[config.mk]
export PLATFORM = sky130hd
export DESIGN_NAME = sstr_start_stop_tape_receiver
export DESIGN_NICKNAME = d
export VERILOG_FILES = /design/src/rtl/sstr_pkg.sv /design/src/rtl/sstr_start_stop_tape_receiver.sv
export SDC_FILE = /design/constraint.sdc
export NUM_CORES = 1
export LEC_CHECK = 0
export BUFFER_PORTS_ARGS = -buffer_cell sky130_fd_sc_hd__buf_2
export CAP_MARGIN = 5
export CORE_MARGIN = 2
export CORE_UTILIZATION = 35
export DETAILED_ROUTE_END_ITERATION = 6
export HOLD_SLACK_MARGIN = 0.15
export PLACE_DENSITY = 0.48
export SLEW_MARGIN = 5
export SYNTH_ARGS = -nofsm -noshare
export SYNTH_HDL_FRONTEND = slang
export SYNTH_SLANG_ARGS = --single-unit
[constraint.sdc]
create_clock -name ref_clk -period 6.3 [get_ports ref_clk]
set_input_delay 1.26 -clock ref_clk [delete_from_list [all_inputs] [get_ports ref_clk]]
set_output_delay 1.26 -clock ref_clk [all_outputs]
set_load 0.01 [all_outputs]
[src/rtl/sstr_pkg.sv]
`default_nettype none
package sstr_pkg;

  // ----------------------------------------
  // Clock and timing
  // ----------------------------------------
  localparam int CLK_HZ = 100_000_000;
  localparam int US_CYC = CLK_HZ / 1_000_000;
  localparam int T_FIRST_US = 50;
  localparam int T_SHIFT_US = 100;
  localparam int T_SET1_US = 200;
  localparam real T_VMIN_MS = 0.4;
  localparam real T_VMAX_MS = 1.2;
  localparam real T_MAG_MS = 4.5;
  localparam int T_POR_MS = 200;
  localparam int VMIN_US = int'(T_VMIN_MS * 1000.0);
  localparam int VMAX_US = int'(T_VMAX_MS * 1000.0);
  localparam int MAG_US = int'(T_MAG_MS * 1000.0);
  localparam int POR_US = T_POR_MS * 1000;
  localparam logic [23:0] FIRST_CYC = 24'(T_FIRST_US * US_CYC);
  localparam logic [6:0] US_LAST = 7'(US_CYC - 1);

  // ----------------------------------------
  // Register map
  // ----------------------------------------
  localparam logic [7:0] ADDR_CTRL = 8'h00;
  localparam logic [7:0] ADDR_BITPER = 8'h04;
  localparam logic [7:0] ADDR_STATUS = 8'h08;
  localparam logic [7:0] ADDR_STORE = 8'h0C;
  localparam int CTRL_LVL_LSB = 0;
  localparam logic [3:0] LVL_RST = 4'h5;
  localparam logic [3:0] LVL_MIN = 4'h5;
  localparam logic [3:0] LVL_MAX = 4'h8;
  localparam logic [23:0] BITPER_RST = 24'h002710;
  localparam int ST_CTRL = 0;
  localparam int ST_PRIME = 1;
  localparam int ST_GATE = 2;
  localparam int ST_POR = 3;
  localparam int ST_SR_LSB = 8;

  // ----------------------------------------
  // Receiver states
  // ----------------------------------------
  typedef enum logic [1:0] {RX_IDLE, RX_RUN, RX_STOP} sstr_rx_t;

endpackage
`default_nettype wire

[src/rtl/sstr_start_stop_tape_receiver.sv]
`timescale 1ns/100ps
`default_nettype none
module sstr_start_stop_tape_receiver
  import sstr_pkg::*;
#(
  parameter bit UNIVERSAL = 1'b1,
  parameter int POR_TICKS = POR_US,
  parameter int MAG_TICKS = MAG_US
) (
  input wire logic ref_clk,
  input wire logic srst,
  input wire logic [7:0] paddr,
  input wire logic psel,
  input wire logic penable,
  input wire logic pwrite,
  input wire logic [31:0] pwdata,
  output logic [31:0] prdata,
  output logic pready,
  output logic pslverr,
  input wire logic lineIn,
  input wire logic pickupIn,
  output logic [8:0] magnetOut,
  output logic xferPulse
);

  // ----------------------------------------
  // Declarations
  // ----------------------------------------
  sstr_rx_t rxState_r;
  logic [3:0] levels_r;
  logic [23:0] bitPer_r;
  logic [1:0] lineSync_r, pickSync_r;
  logic pickDly_r;
  logic [6:0] divCnt_r;
  logic usTick;
  logic [17:0] porCnt_r;
  logic porDone_r;
  logic [23:0] intCnt_r, oscCnt_r, gateCnt_r;
  logic ctrlReg_r, firstDone_r, signalGate_r, startTrig_r;
  logic advFirst, advData, advance;
  logic [7:0] sr_r, srNxt, storeReg_r;
  logic [8:0] postCnt_r;
  logic postRun_r, storeLoad_r, setOnes_r;
  logic xferPrime_r;
  logic [10:0] primeAge_r, vdlyCnt_r;
  logic vdlyRun_r;
  logic [12:0] magCnt_r;
  logic setupPh;
  // Level count kept inside the legal span; the basic build is fixed at five
  function automatic logic [3:0] clampLvl(input logic [3:0] v);
    return !UNIVERSAL ? LVL_MIN : (v < LVL_MIN) ? LVL_MIN : (v > LVL_MAX) ? LVL_MAX : v;
  endfunction

  // ----------------------------------------
  // Pin synchronisers and microsecond tick
  // ----------------------------------------
  // Line and pickup are asynchronous to ref_clk
  always_ff @(posedge ref_clk) begin
    if (srst) begin
      lineSync_r <= 2'h3;
      pickSync_r <= 2'h0;
      pickDly_r <= 1'b0;
    end else begin
      lineSync_r <= {lineSync_r[0], lineIn};
      pickSync_r <= {pickSync_r[0], pickupIn};
      pickDly_r <= pickSync_r[1];
    end
  end

  // Divider gives a one-cycle enable each microsecond
  always_ff @(posedge ref_clk) begin
    if (srst) begin
      divCnt_r <= 7'h00;
    end else begin
      divCnt_r <= (divCnt_r == US_LAST) ? 7'h00 : divCnt_r + 7'h01;
    end
  end
  assign usTick = (divCnt_r == US_LAST);

  // Power-up hold; control stays cleared until it expires
  always_ff @(posedge ref_clk) begin
    if (srst) begin
      porCnt_r <= 18'h00000;
      porDone_r <= 1'b0;
    end else if (!porDone_r && usTick) begin
      porCnt_r <= porCnt_r + 18'h00001;
      porDone_r <= (porCnt_r == 18'(POR_TICKS - 1));
    end
  end
  // ----------------------------------------
  // APB slave
  // ----------------------------------------
  // Zero-wait: answer is registered in the setup cycle
  assign setupPh = psel && !penable && !pready;

  always_ff @(posedge ref_clk) begin
    if (srst) begin
      pready <= 1'b0;
      pslverr <= 1'b0;
      prdata <= 32'h00000000;
    end else begin
      pready <= setupPh;
      pslverr <= 1'b0;
      prdata <= 32'h00000000;
      if (setupPh) begin
        case (paddr)
          ADDR_CTRL: prdata <= {28'h0000000, levels_r};
          ADDR_BITPER: prdata <= {8'h00, bitPer_r};
          ADDR_STATUS: prdata <= {16'h0000, sr_r, 4'h0, porDone_r, signalGate_r, xferPrime_r, ctrlReg_r};
          ADDR_STORE: prdata <= {24'h000000, storeReg_r};
          default: pslverr <= 1'b1;
        endcase
      end
    end
  end

  // Writes land at the edge where pready is sampled high
  always_ff @(posedge ref_clk) begin
    if (srst) begin
      levels_r <= LVL_RST;
      bitPer_r <= BITPER_RST;
    end else if (psel && penable && pready && pwrite) begin
      if (paddr == ADDR_CTRL) begin
        levels_r <= clampLvl(pwdata[CTRL_LVL_LSB +: 4]);
      end
      if (paddr == ADDR_BITPER) begin
        bitPer_r <= (pwdata[23:0] < 24'h000002) ? 24'h000002 : pwdata[23:0];
      end
    end
  end

  // ----------------------------------------
  // Start detection
  // ----------------------------------------
  // Integrator: any mark resets the count, so short hits never
  // reach half a bit and cannot trigger a false start
  always_ff @(posedge ref_clk) begin
    if (srst) begin
      intCnt_r <= 24'h000000;
      startTrig_r <= 1'b0;
    end else begin
      startTrig_r <= 1'b0;
      if (rxState_r != RX_IDLE || !signalGate_r || !porDone_r || lineSync_r[1]) begin
        intCnt_r <= 24'h000000;
      end else if (intCnt_r == {1'b0, bitPer_r[23:1]}) begin
        startTrig_r <= 1'b1;
        intCnt_r <= 24'h000000;
      end else begin
        intCnt_r <= intCnt_r + 24'h000001;
      end
    end
  end

  // ----------------------------------------
  // Gated bit-rate oscillator and advance pulses
  // ----------------------------------------
  // Bit period must exceed the 50 us first-advance delay
  always_ff @(posedge ref_clk) begin
    if (srst || !ctrlReg_r) begin
      oscCnt_r <= 24'h000000;
      firstDone_r <= 1'b0;
    end else begin
      oscCnt_r <= advData ? 24'h000000 : oscCnt_r + 24'h000001;
      if (advFirst) begin
        firstDone_r <= 1'b1;
      end
    end
  end
  assign advFirst = ctrlReg_r && !firstDone_r && (oscCnt_r == FIRST_CYC);
  assign advData = ctrlReg_r && (oscCnt_r == bitPer_r - 24'h000001);
  assign advance = advFirst || advData;

  // Shift toward element 1; element N takes zero first, then the line
  always_comb begin
    srNxt = 8'hFF;
    for (int i = 0; i < 8; i++) begin
      if (i == int'(levels_r) - 1) begin
        srNxt[i] = advFirst ? 1'b0 : lineSync_r[1];
      end else if (i < int'(levels_r) - 1) begin
        srNxt[i] = sr_r[i + 1];
      end
    end
  end

  // Signal register; set pulse returns it to all ones
  always_ff @(posedge ref_clk) begin
    if (srst || setOnes_r) begin
      sr_r <= 8'hFF;
    end else if (advance) begin
      sr_r <= srNxt;
    end
  end

  // ----------------------------------------
  // Control register and receiver sequence
  // ----------------------------------------
  always_ff @(posedge ref_clk) begin
    if (srst || !porDone_r) begin
      ctrlReg_r <= 1'b0;
      rxState_r <= RX_IDLE;
    end else begin
      case (rxState_r)
        RX_IDLE: begin
          if (startTrig_r) begin
            ctrlReg_r <= 1'b1;
            rxState_r <= RX_RUN;
          end
        end
        RX_RUN: begin
          // Start zero leaving element 1 clears control
          if (advance && !sr_r[0]) begin
            ctrlReg_r <= 1'b0;
            rxState_r <= RX_STOP;
          end
        end
        RX_STOP: begin
          if (signalGate_r) begin
            rxState_r <= RX_IDLE;
          end
        end
        default: rxState_r <= RX_IDLE;
      endcase
    end
  end

  // Stop-time synchroniser closes the signal gate for one bit
  always_ff @(posedge ref_clk) begin
    if (srst) begin
      signalGate_r <= 1'b1;
      gateCnt_r <= 24'h000000;
    end else if (rxState_r == RX_RUN && advance && !sr_r[0]) begin
      signalGate_r <= 1'b0;
      gateCnt_r <= bitPer_r;
    end else if (!signalGate_r) begin
      gateCnt_r <= gateCnt_r - 24'h000001;
      if (gateCnt_r == 24'h000001) begin
        signalGate_r <= 1'b1;
      end
    end
  end

  // Shift delay and set-one delay run from the last advance
  always_ff @(posedge ref_clk) begin
    if (srst) begin
      postRun_r <= 1'b0;
      postCnt_r <= 9'h000;
      storeLoad_r <= 1'b0;
      setOnes_r <= 1'b0;
    end else begin
      storeLoad_r <= 1'b0;
      setOnes_r <= 1'b0;
      if (rxState_r == RX_RUN && advance && !sr_r[0]) begin
        postRun_r <= 1'b1;
        postCnt_r <= 9'h000;
      end else if (postRun_r && usTick) begin
        postCnt_r <= postCnt_r + 9'h001;
        if (postCnt_r == 9'(T_SHIFT_US - 1)) begin
          storeLoad_r <= 1'b1;
        end
        if (postCnt_r == 9'(T_SET1_US - 1)) begin
          setOnes_r <= 1'b1;
          postRun_r <= 1'b0;
        end
      end
    end
  end

  // Storage keeps its word while the next one is assembled
  always_ff @(posedge ref_clk) begin
    if (srst) begin
      storeReg_r <= 8'h00;
    end else if (storeLoad_r) begin
      storeReg_r <= sr_r & ~(8'hFF << levels_r);
    end
  end

  // ----------------------------------------
  // Punch transfer
  // ----------------------------------------
  // Set pulse wins over a transfer in the same cycle
  always_ff @(posedge ref_clk) begin
    if (srst) begin
      xferPrime_r <= 1'b1;
    end else if (setOnes_r) begin
      xferPrime_r <= 1'b1;
    end else if (xferPulse) begin
      xferPrime_r <= 1'b0;
    end
  end

  // Longer prime presence shortens the pickup delay
  always_ff @(posedge ref_clk) begin
    if (srst || !xferPrime_r) begin
      primeAge_r <= 11'h000;
    end else if (usTick && primeAge_r != 11'(VMAX_US - VMIN_US)) begin
      primeAge_r <= primeAge_r + 11'h001;
    end
  end

  // Variable delay from pickup to transfer pulse
  always_ff @(posedge ref_clk) begin
    if (srst) begin
      vdlyRun_r <= 1'b0;
      vdlyCnt_r <= 11'h000;
      xferPulse <= 1'b0;
    end else begin
      xferPulse <= 1'b0;
      if (pickSync_r[1] && !pickDly_r && !vdlyRun_r) begin
        vdlyRun_r <= 1'b1;
        vdlyCnt_r <= 11'(VMAX_US) - primeAge_r;
      end else if (vdlyRun_r && usTick) begin
        vdlyCnt_r <= vdlyCnt_r - 11'h001;
        if (vdlyCnt_r == 11'h001) begin
          vdlyRun_r <= 1'b0;
          xferPulse <= xferPrime_r;
        end
      end
    end
  end

  // Feed always fires; code magnets follow storage ones
  always_ff @(posedge ref_clk) begin
    if (srst) begin
      magnetOut <= 9'h000;
      magCnt_r <= 13'h0000;
    end else if (xferPulse) begin
      magnetOut <= {storeReg_r, 1'b1};
      magCnt_r <= 13'(MAG_TICKS);
    end else if (magCnt_r != 13'h0000 && usTick) begin
      magCnt_r <= magCnt_r - 13'h0001;
      if (magCnt_r == 13'h0001) begin
        magnetOut <= 9'h000;
      end
    end
  end
endmodule // sstr_start_stop_tape_receiver
`default_nettype wire

Word level (Yosys, flattened, before mapping). Index checks and enable logic that the tools add are counted.

Shift-type cells: 1. Equality and inequality tests: 27. Multiplexer cells: 50. $lt $le $gt $ge: 11. Bitwise gates (word level): 6. Add/subtract/negate cells: 12. Reductions and logical operators: 66.

Operator list (count): $pmux W24 S4 (1); $mux W24 (3); $add A24 B1 Y24 const B (2); $sub A24 B1 Y24 const B (2); $logic_not A32 Y1 (1); $mux W1 (32); $mux W9 (3); $mux W13 (2); $eq A24 B1 Y1 const B (1); $eq A24 B13 Y1 const B (1); $eq A24 B23 Y1 (1); $eq A24 B24 Y1 (1); $lt A24 B2 Y1 const B (1); $mux W11 (2); $eq A4 B5 Y1 const A (4); $lt A4 B5 Y1 const A (4); $add A18 B1 Y18 const B (1); $eq A18 B18 Y1 const B (1); $logic_and A1 B1 Y1 (18); $eq A8 B4 Y1 const B (2); $reduce_bool A2 Y1 (8); $reduce_or A2 Y1 (7); $eq A13 B1 Y1 const B (1); $reduce_bool A13 Y1 (1); other kinds (40) (73).

Logic and storage cells: 206. Bits of input ports: 47. Output and inout port bits: 44. Flip-flop bits (word level): 246.

Logic depth before layout (Yosys ltp).
Depth after elaboration: 8. Gate-level depth with buffers: 13. Depth with buffers taken out: 10.

Worst setup path after synthesis. OpenSTA, ideal clock, no wires.

Kind: input to register. From: input paddr[2]. To: register bitPer_r[22]. Slack: 3.217 ns. Required time: 6.229 ns. Library setup time: 0.071 ns. Stages on the path: 7. Arrival time: 3.012 ns. Path through: clkbuf_1 nor3b_1 nor2b_1 clkbuf_1 clkbuf_1 nand2_1 a21oi_1.

Longest elaborated chain between the ends: 2.

Ends and longest elaborated chain: start, declared (RTL line sstr_start_stop_tape_receiver.sv:12) `input wire logic [7:0] paddr,`; $eq A8 B3 Y1 (RTL line sstr_start_stop_tape_receiver.sv:126) `if (paddr == ADDR_BITPER) begin`; $reduce_and A2 Y1 (no line); end signal, assigned (RTL line sstr_start_stop_tape_receiver.sv:127) `bitPer_r <= (pwdata[23:0] < 24'h000002) ? 24'h000002 : pwdata[23:0];`; end, declared (RTL line sstr_start_stop_tape_receiver.sv:31) `logic [23:0] bitPer_r;`.

Every way passes these cells. A chain may end at the register's enable or synchronous reset.

Worst setup path after layout.
From: register bitPer_r[1]. To: register storeLoad_r.

Longest elaborated chain between the ends: 7.

Ends and longest elaborated chain: $sub A24 B1 Y24 (RTL line sstr_start_stop_tape_receiver.sv:170) `assign advData = ctrlReg_r && (oscCnt_r == bitPer_r - 24'h000001);`; $eq A24 B24 Y1 (RTL line sstr_start_stop_tape_receiver.sv:170); $logic_and A1 B1 Y1 (RTL line sstr_start_stop_tape_receiver.sv:170); $logic_or A1 B1 Y1 (RTL line sstr_start_stop_tape_receiver.sv:171) `assign advance = advFirst || advData;`; $logic_and A1 B1 Y1 (2 in series) (RTL line sstr_start_stop_tape_receiver.sv:252) `if (rxState_r == RX_RUN && advance && !sr_r[0]) begin`; $reduce_or A3 Y1 (no line); end signal, assigned (RTL line sstr_start_stop_tape_receiver.sv:247) `storeLoad_r <= 1'b0;`; end signal, assigned (RTL line sstr_start_stop_tape_receiver.sv:250) `storeLoad_r <= 1'b0;`; end signal, assigned (RTL line sstr_start_stop_tape_receiver.sv:258) `storeLoad_r <= 1'b1;`; end, declared (RTL line sstr_start_stop_tape_receiver.sv:43) `logic postRun_r, storeLoad_r, setOnes_r;`.

Every way passes these cells.

==> parameters.txt <==
Parameter                              Value

Clock network
  Latest clock arrival within the worst-skew pair ... approximately 550 ps
  Resized cells post-CTS ... 0
  Buffer depth of the longest clock path ... 3
  Number of CTS-inserted buffers ... 28
  Root Buffer ... sky130_fd_sc_hd__clkbuf_16
  Clk slew on worst S/H paths ... 60 ps
  Clk sink count ... between 200 and 250
  Number of H-tree levels ... 1
  Number of buffers inserted for hold repair after clock tree synthesis ... 0
  Clock tree from TritonCTS ... done
  Post-CTS Setup Repair Bufs ... 0

Placement
  Sum of net half-perimeters after detailed placement ... 23590 µm
  Instance count after placement with tap cells included ... 1856
  Number of buffers inserted by port buffering ... 74
  Area after DPL ... 12580 µm²
  Placer congestion estimate ... 0.8576

Synthesis
  Number of distinct library cells after synthesis ... 81
  Synth area leaders ... sky130_fd_sc_hd__dfxtp_1, sky130_fd_sc_hd__xnor2_1, sky130_fd_sc_hd__xor2_1
  Post-synthesis sequential area ratio ... 39.66%
  Library cell with the largest summed area after synthesis ... sky130_fd_sc_hd__dfxtp_1
  Multiplexer area fraction after synthesis ... 1.760%
  Compound-gate portion of the synthesized area ... roughly 11%
  XOR/XNOR Fraction of Synth Area ... 12.90%
  Share of flip-flops with an asynchronous set or reset ... 0%
  Average cell area after synthesis ... 8.484 µm²
  Yosys reg bits ... 238
  Top-count cell post-synth ... sky130_fd_sc_hd__dfxtp_1
  Synth top cells by count ... sky130_fd_sc_hd__dfxtp_1, sky130_fd_sc_hd__nor2_1, sky130_fd_sc_hd__nand2_1, sky130_fd_sc_hd__xnor2_1, sky130_fd_sc_hd__xor2_1
  Post-synth EDFFs ... 0
  Synth Cell Area ... 12010 µm²
  Post-synthesis instance total ... 1416
  Combinational family with the most area after synthesis ... simple AND/OR/NAND/NOR gates
  Simple-gate share of the synthesized area ... 27.64%
  Warnings from Yosys ... 0
  Predominant post-synthesis flop cell ... sky130_fd_sc_hd__dfxtp_1
  Synth Area in Adders ... 2.291%
  Top cell type's share of synthesized area ... about 40%

Timing
  Final worst path period share ... around three fifths
  Fin Setup TNS ... 0 ps
  Final setup fails ... 0
  Unrepaired setup endpoints after global routing ... no
  Transition time of the tightest slew-check pin ... around 1100 ps
  Highest attainable clock frequency ... about 260 MHz
  Number of hold-slack violations in the final timing report ... 0
  Final period demand of the worst path ... 3899 ps
  Clock Skews ... 14.55 ps
  Final number of max-transition violations ... 0
  Rel. slew slack ... 27.35%

Die
  Effective utilization at floorplan ... 35.65%
  Die extent in x ... 189.3 µm
  Die ar. ... about 36000 µm²
  CORE AREA ... 33700 µm²
  Die outline height ... between 150 and 200 µm
  IO Pins ... 91
  Count of standard-cell rows ... 67

Detailed routing
  WL/cell ... 17.52 µm
  Vias per cell ... 5.230
  DRC Markers ... 0
  Total vias in the final route ... 9963
  Number of optimization iterations in the first detailed-route pass ... 5
  Initial DRC Count ... 549
  Post-DRT Antenna Nets ... 0
  Routed wire length ... 33390 µm

Final layout
  Layout Cell Area excl Fill ... 13580 µm²
  Area growth syn-to-layout ... 13.01%
  Number of cells in the finished layout apart from fillers ... 1905
  Fill cell count ... ~3500
  Register cell area after layout ... 4765 µm²
  Fraction of final layout cells sized beyond drive strength 1 ... 11.26%
  Number of antenna cells inserted ... 0
  Number of nets in the layout ... 1507
  Area used by multi-input combinational logic ... about 6700 µm²

Pwr
  Share of total power in the clock network ... ~52%
  Leakage power summed over all cells ... 4.962 nW
  Net Sw Power ... 0.0006846 W
  Ratio of total power to cell area ... 243.1 nW/µm²
  Cell-internal power ... 0.002616 W
  Sequential fraction of design power ... 46.0%
  Max VDD drop ... 166.1 µV
  Switching share of power ... about 21%
  Power share of the combinational group ... 2.1%

Job
  Maxcap violations ... 0

Run status
  Run status ... finished, final reports clean

Setup path
  Arrival time at the worst endpoint ... 4290 ps
  Biggest fanout along the worst timing path ... 30
  Reg-to-reg slack, setup ... about 2400 ps
  R2r startpoint ... bitPer_r[1]
  Data required time of the worst path ... between 6000 and 7000 ps
  Crit. End Element ... flop
  Worst R2R End ... storeLoad_r
  Crit path launch type ... flop
  Worst R2R Path Depth ... 11
  Launch point of the critical path ... bitPer_r[1]
  Critical path type ... reg -> reg

Min path
  Worst min-delay path endpoint ... lineSync_r[1]
  Number of instances on the worst hold path ... 1
  Hold path startpoint ... lineSync_r[0]
  Worst hold path type ... reg -> reg

Global routing
  Antenna violations before repair ... 0
  GRT Overall Usage ... 18.36%
  Number of global-route vias before repair ... 9393
  Global route overflow ... 0
  Pin count of the biggest net entering global routing ... 75
  First-pass GRT wire length ... between 50000 and 60000 µm
## cell families after synthesis
family,count (synthesis)
DFF,238
adders and majority gates,22
xor gates and xnor gates,177
muxes,16
buffers and inverters,128
other,1
AOI/OAI and AO/OA,195
and+or+nand+nor,639
## flip-flops by register name, summed over array words and instances, names as in the netlist, 8 cells and up
signal / flops
magCnt_r: 13
prdata: 24
intCnt_r: 24
oscCnt_r: 24
primeAge_r: 11
bitPer_r: 24
sr_r: 8
storeReg_r: 8
gateCnt_r: 24
vdlyCnt_r: 11
magnetOut: 9
postCnt_r: 9
porCnt_r: 18
## stage by stage
stage | hold slack [ps] | utilization [%] | worst slack, ps | power (W)
2_1_floorplan | 389.5 | - | 3217 | 0.001591
3_3_place_gp | 401.7 | 37.33 | 2471 | 0.001619
3_5_place_dp | 397.8 | 37.33 | 2445 | 0.001620
4_1_cts | 412.3 | 40.29 | 2431 | 0.003352
5_1_grt | 428.7 | 40.29 | 2139 | 0.003413
6_report | 410.2 | 40.29 | 2401 | 0.003301
## cell usage in the layout (no fill, tap or decap), types with 6 or more instances in the layout
master and count:
sky130_fd_sc_hd__and3_1 33, sky130_fd_sc_hd__buf_4 9, sky130_fd_sc_hd__nand4_1 35, sky130_fd_sc_hd__a211oi_1 23, sky130_fd_sc_hd__nor2b_1 16, sky130_fd_sc_hd__and2_1 8, sky130_fd_sc_hd__dfxtp_1 238, sky130_fd_sc_hd__or3_1 19
sky130_fd_sc_hd__nand2b_1 19, sky130_fd_sc_hd__buf_2 73, sky130_fd_sc_hd__conb_1 8, sky130_fd_sc_hd__a21oi_1 63, sky130_fd_sc_hd__nor4_1 44, sky130_fd_sc_hd__nor3_1 45, sky130_fd_sc_hd__clkbuf_16 29, sky130_fd_sc_hd__o211ai_1 11
sky130_fd_sc_hd__xnor2_1 94, sky130_fd_sc_hd__nor2_1 180, sky130_fd_sc_hd__nand2_1 124, sky130_fd_sc_hd__mux2i_1 11, sky130_fd_sc_hd__nand3_1 51, sky130_fd_sc_hd__o21a_1 8, sky130_fd_sc_hd__xor2_1 83, sky130_fd_sc_hd__or2_2 6
sky130_fd_sc_hd__inv_1 30, sky130_fd_sc_hd__nor3b_1 7, sky130_fd_sc_hd__clkbuf_8 11, sky130_fd_sc_hd__a31oi_1 6, sky130_fd_sc_hd__ha_1 22, sky130_fd_sc_hd__a22oi_1 9, sky130_fd_sc_hd__o21ai_0 22, sky130_fd_sc_hd__or4_1 11
## worst max-delay path by stage
stage / to / slack, ps
after floorplan: bitPer_r[22] / 3220
after global placement: storeLoad_r / 2470
after detailed placement: signalGate_r / 2450
after CTS: storeLoad_r / 2430
after global routing: postCnt_r[6] / 2140
final: storeLoad_r / 2400
## cell type report
type	count	area share [%]
Multi-Input combinational cell	1057	49.39
Sequential cell	238	35.09
Clock buffer	42	6.516
Clock inverter	7	0.8294
Inverter	31	0.8571
Tap cell	448	4.129
Timing Repair Buffer	82	3.189
## power by group through the flow
stage | Sequential [W] | Clock, W | Combinational (W)
floorplan | 0.00155 | 0 | 0.0000417
global placement | 0.00155 | 0 | 0.0000687
detailed placement | 0.00155 | 0 | 0.0000692
CTS | 0.00152 | 0.00177 | 0.0000694
global route | 0.00152 | 0.00182 | 0.0000751
finish | 0.00152 | 0.00172 | 0.0000685
## metal layers
metal	share of wire, %	vias up	track usage, %
met3	4.7	42	2.743
li1	-	4969	-
met4	1.7	0	3.965
met1	49	4762	26.49
met2	44	190	28.98
met5	0	-	0
## critical path, stage by stage, from the launching register on
cell and delay, ps:
sky130_fd_sc_hd__dfxtp_1 440, sky130_fd_sc_hd__inv_1 110, sky130_fd_sc_hd__ha_1 280, sky130_fd_sc_hd__nor4b_4 430, sky130_fd_sc_hd__nand4_1 170, sky130_fd_sc_hd__or3_1 330
sky130_fd_sc_hd__o31ai_1 390, sky130_fd_sc_hd__nor4b_4 360, sky130_fd_sc_hd__a41oi_2 150, sky130_fd_sc_hd__buf_4 270, sky130_fd_sc_hd__nor3_2 650, sky130_fd_sc_hd__nor4_1 130
Power figures use the tool's default switching activity.
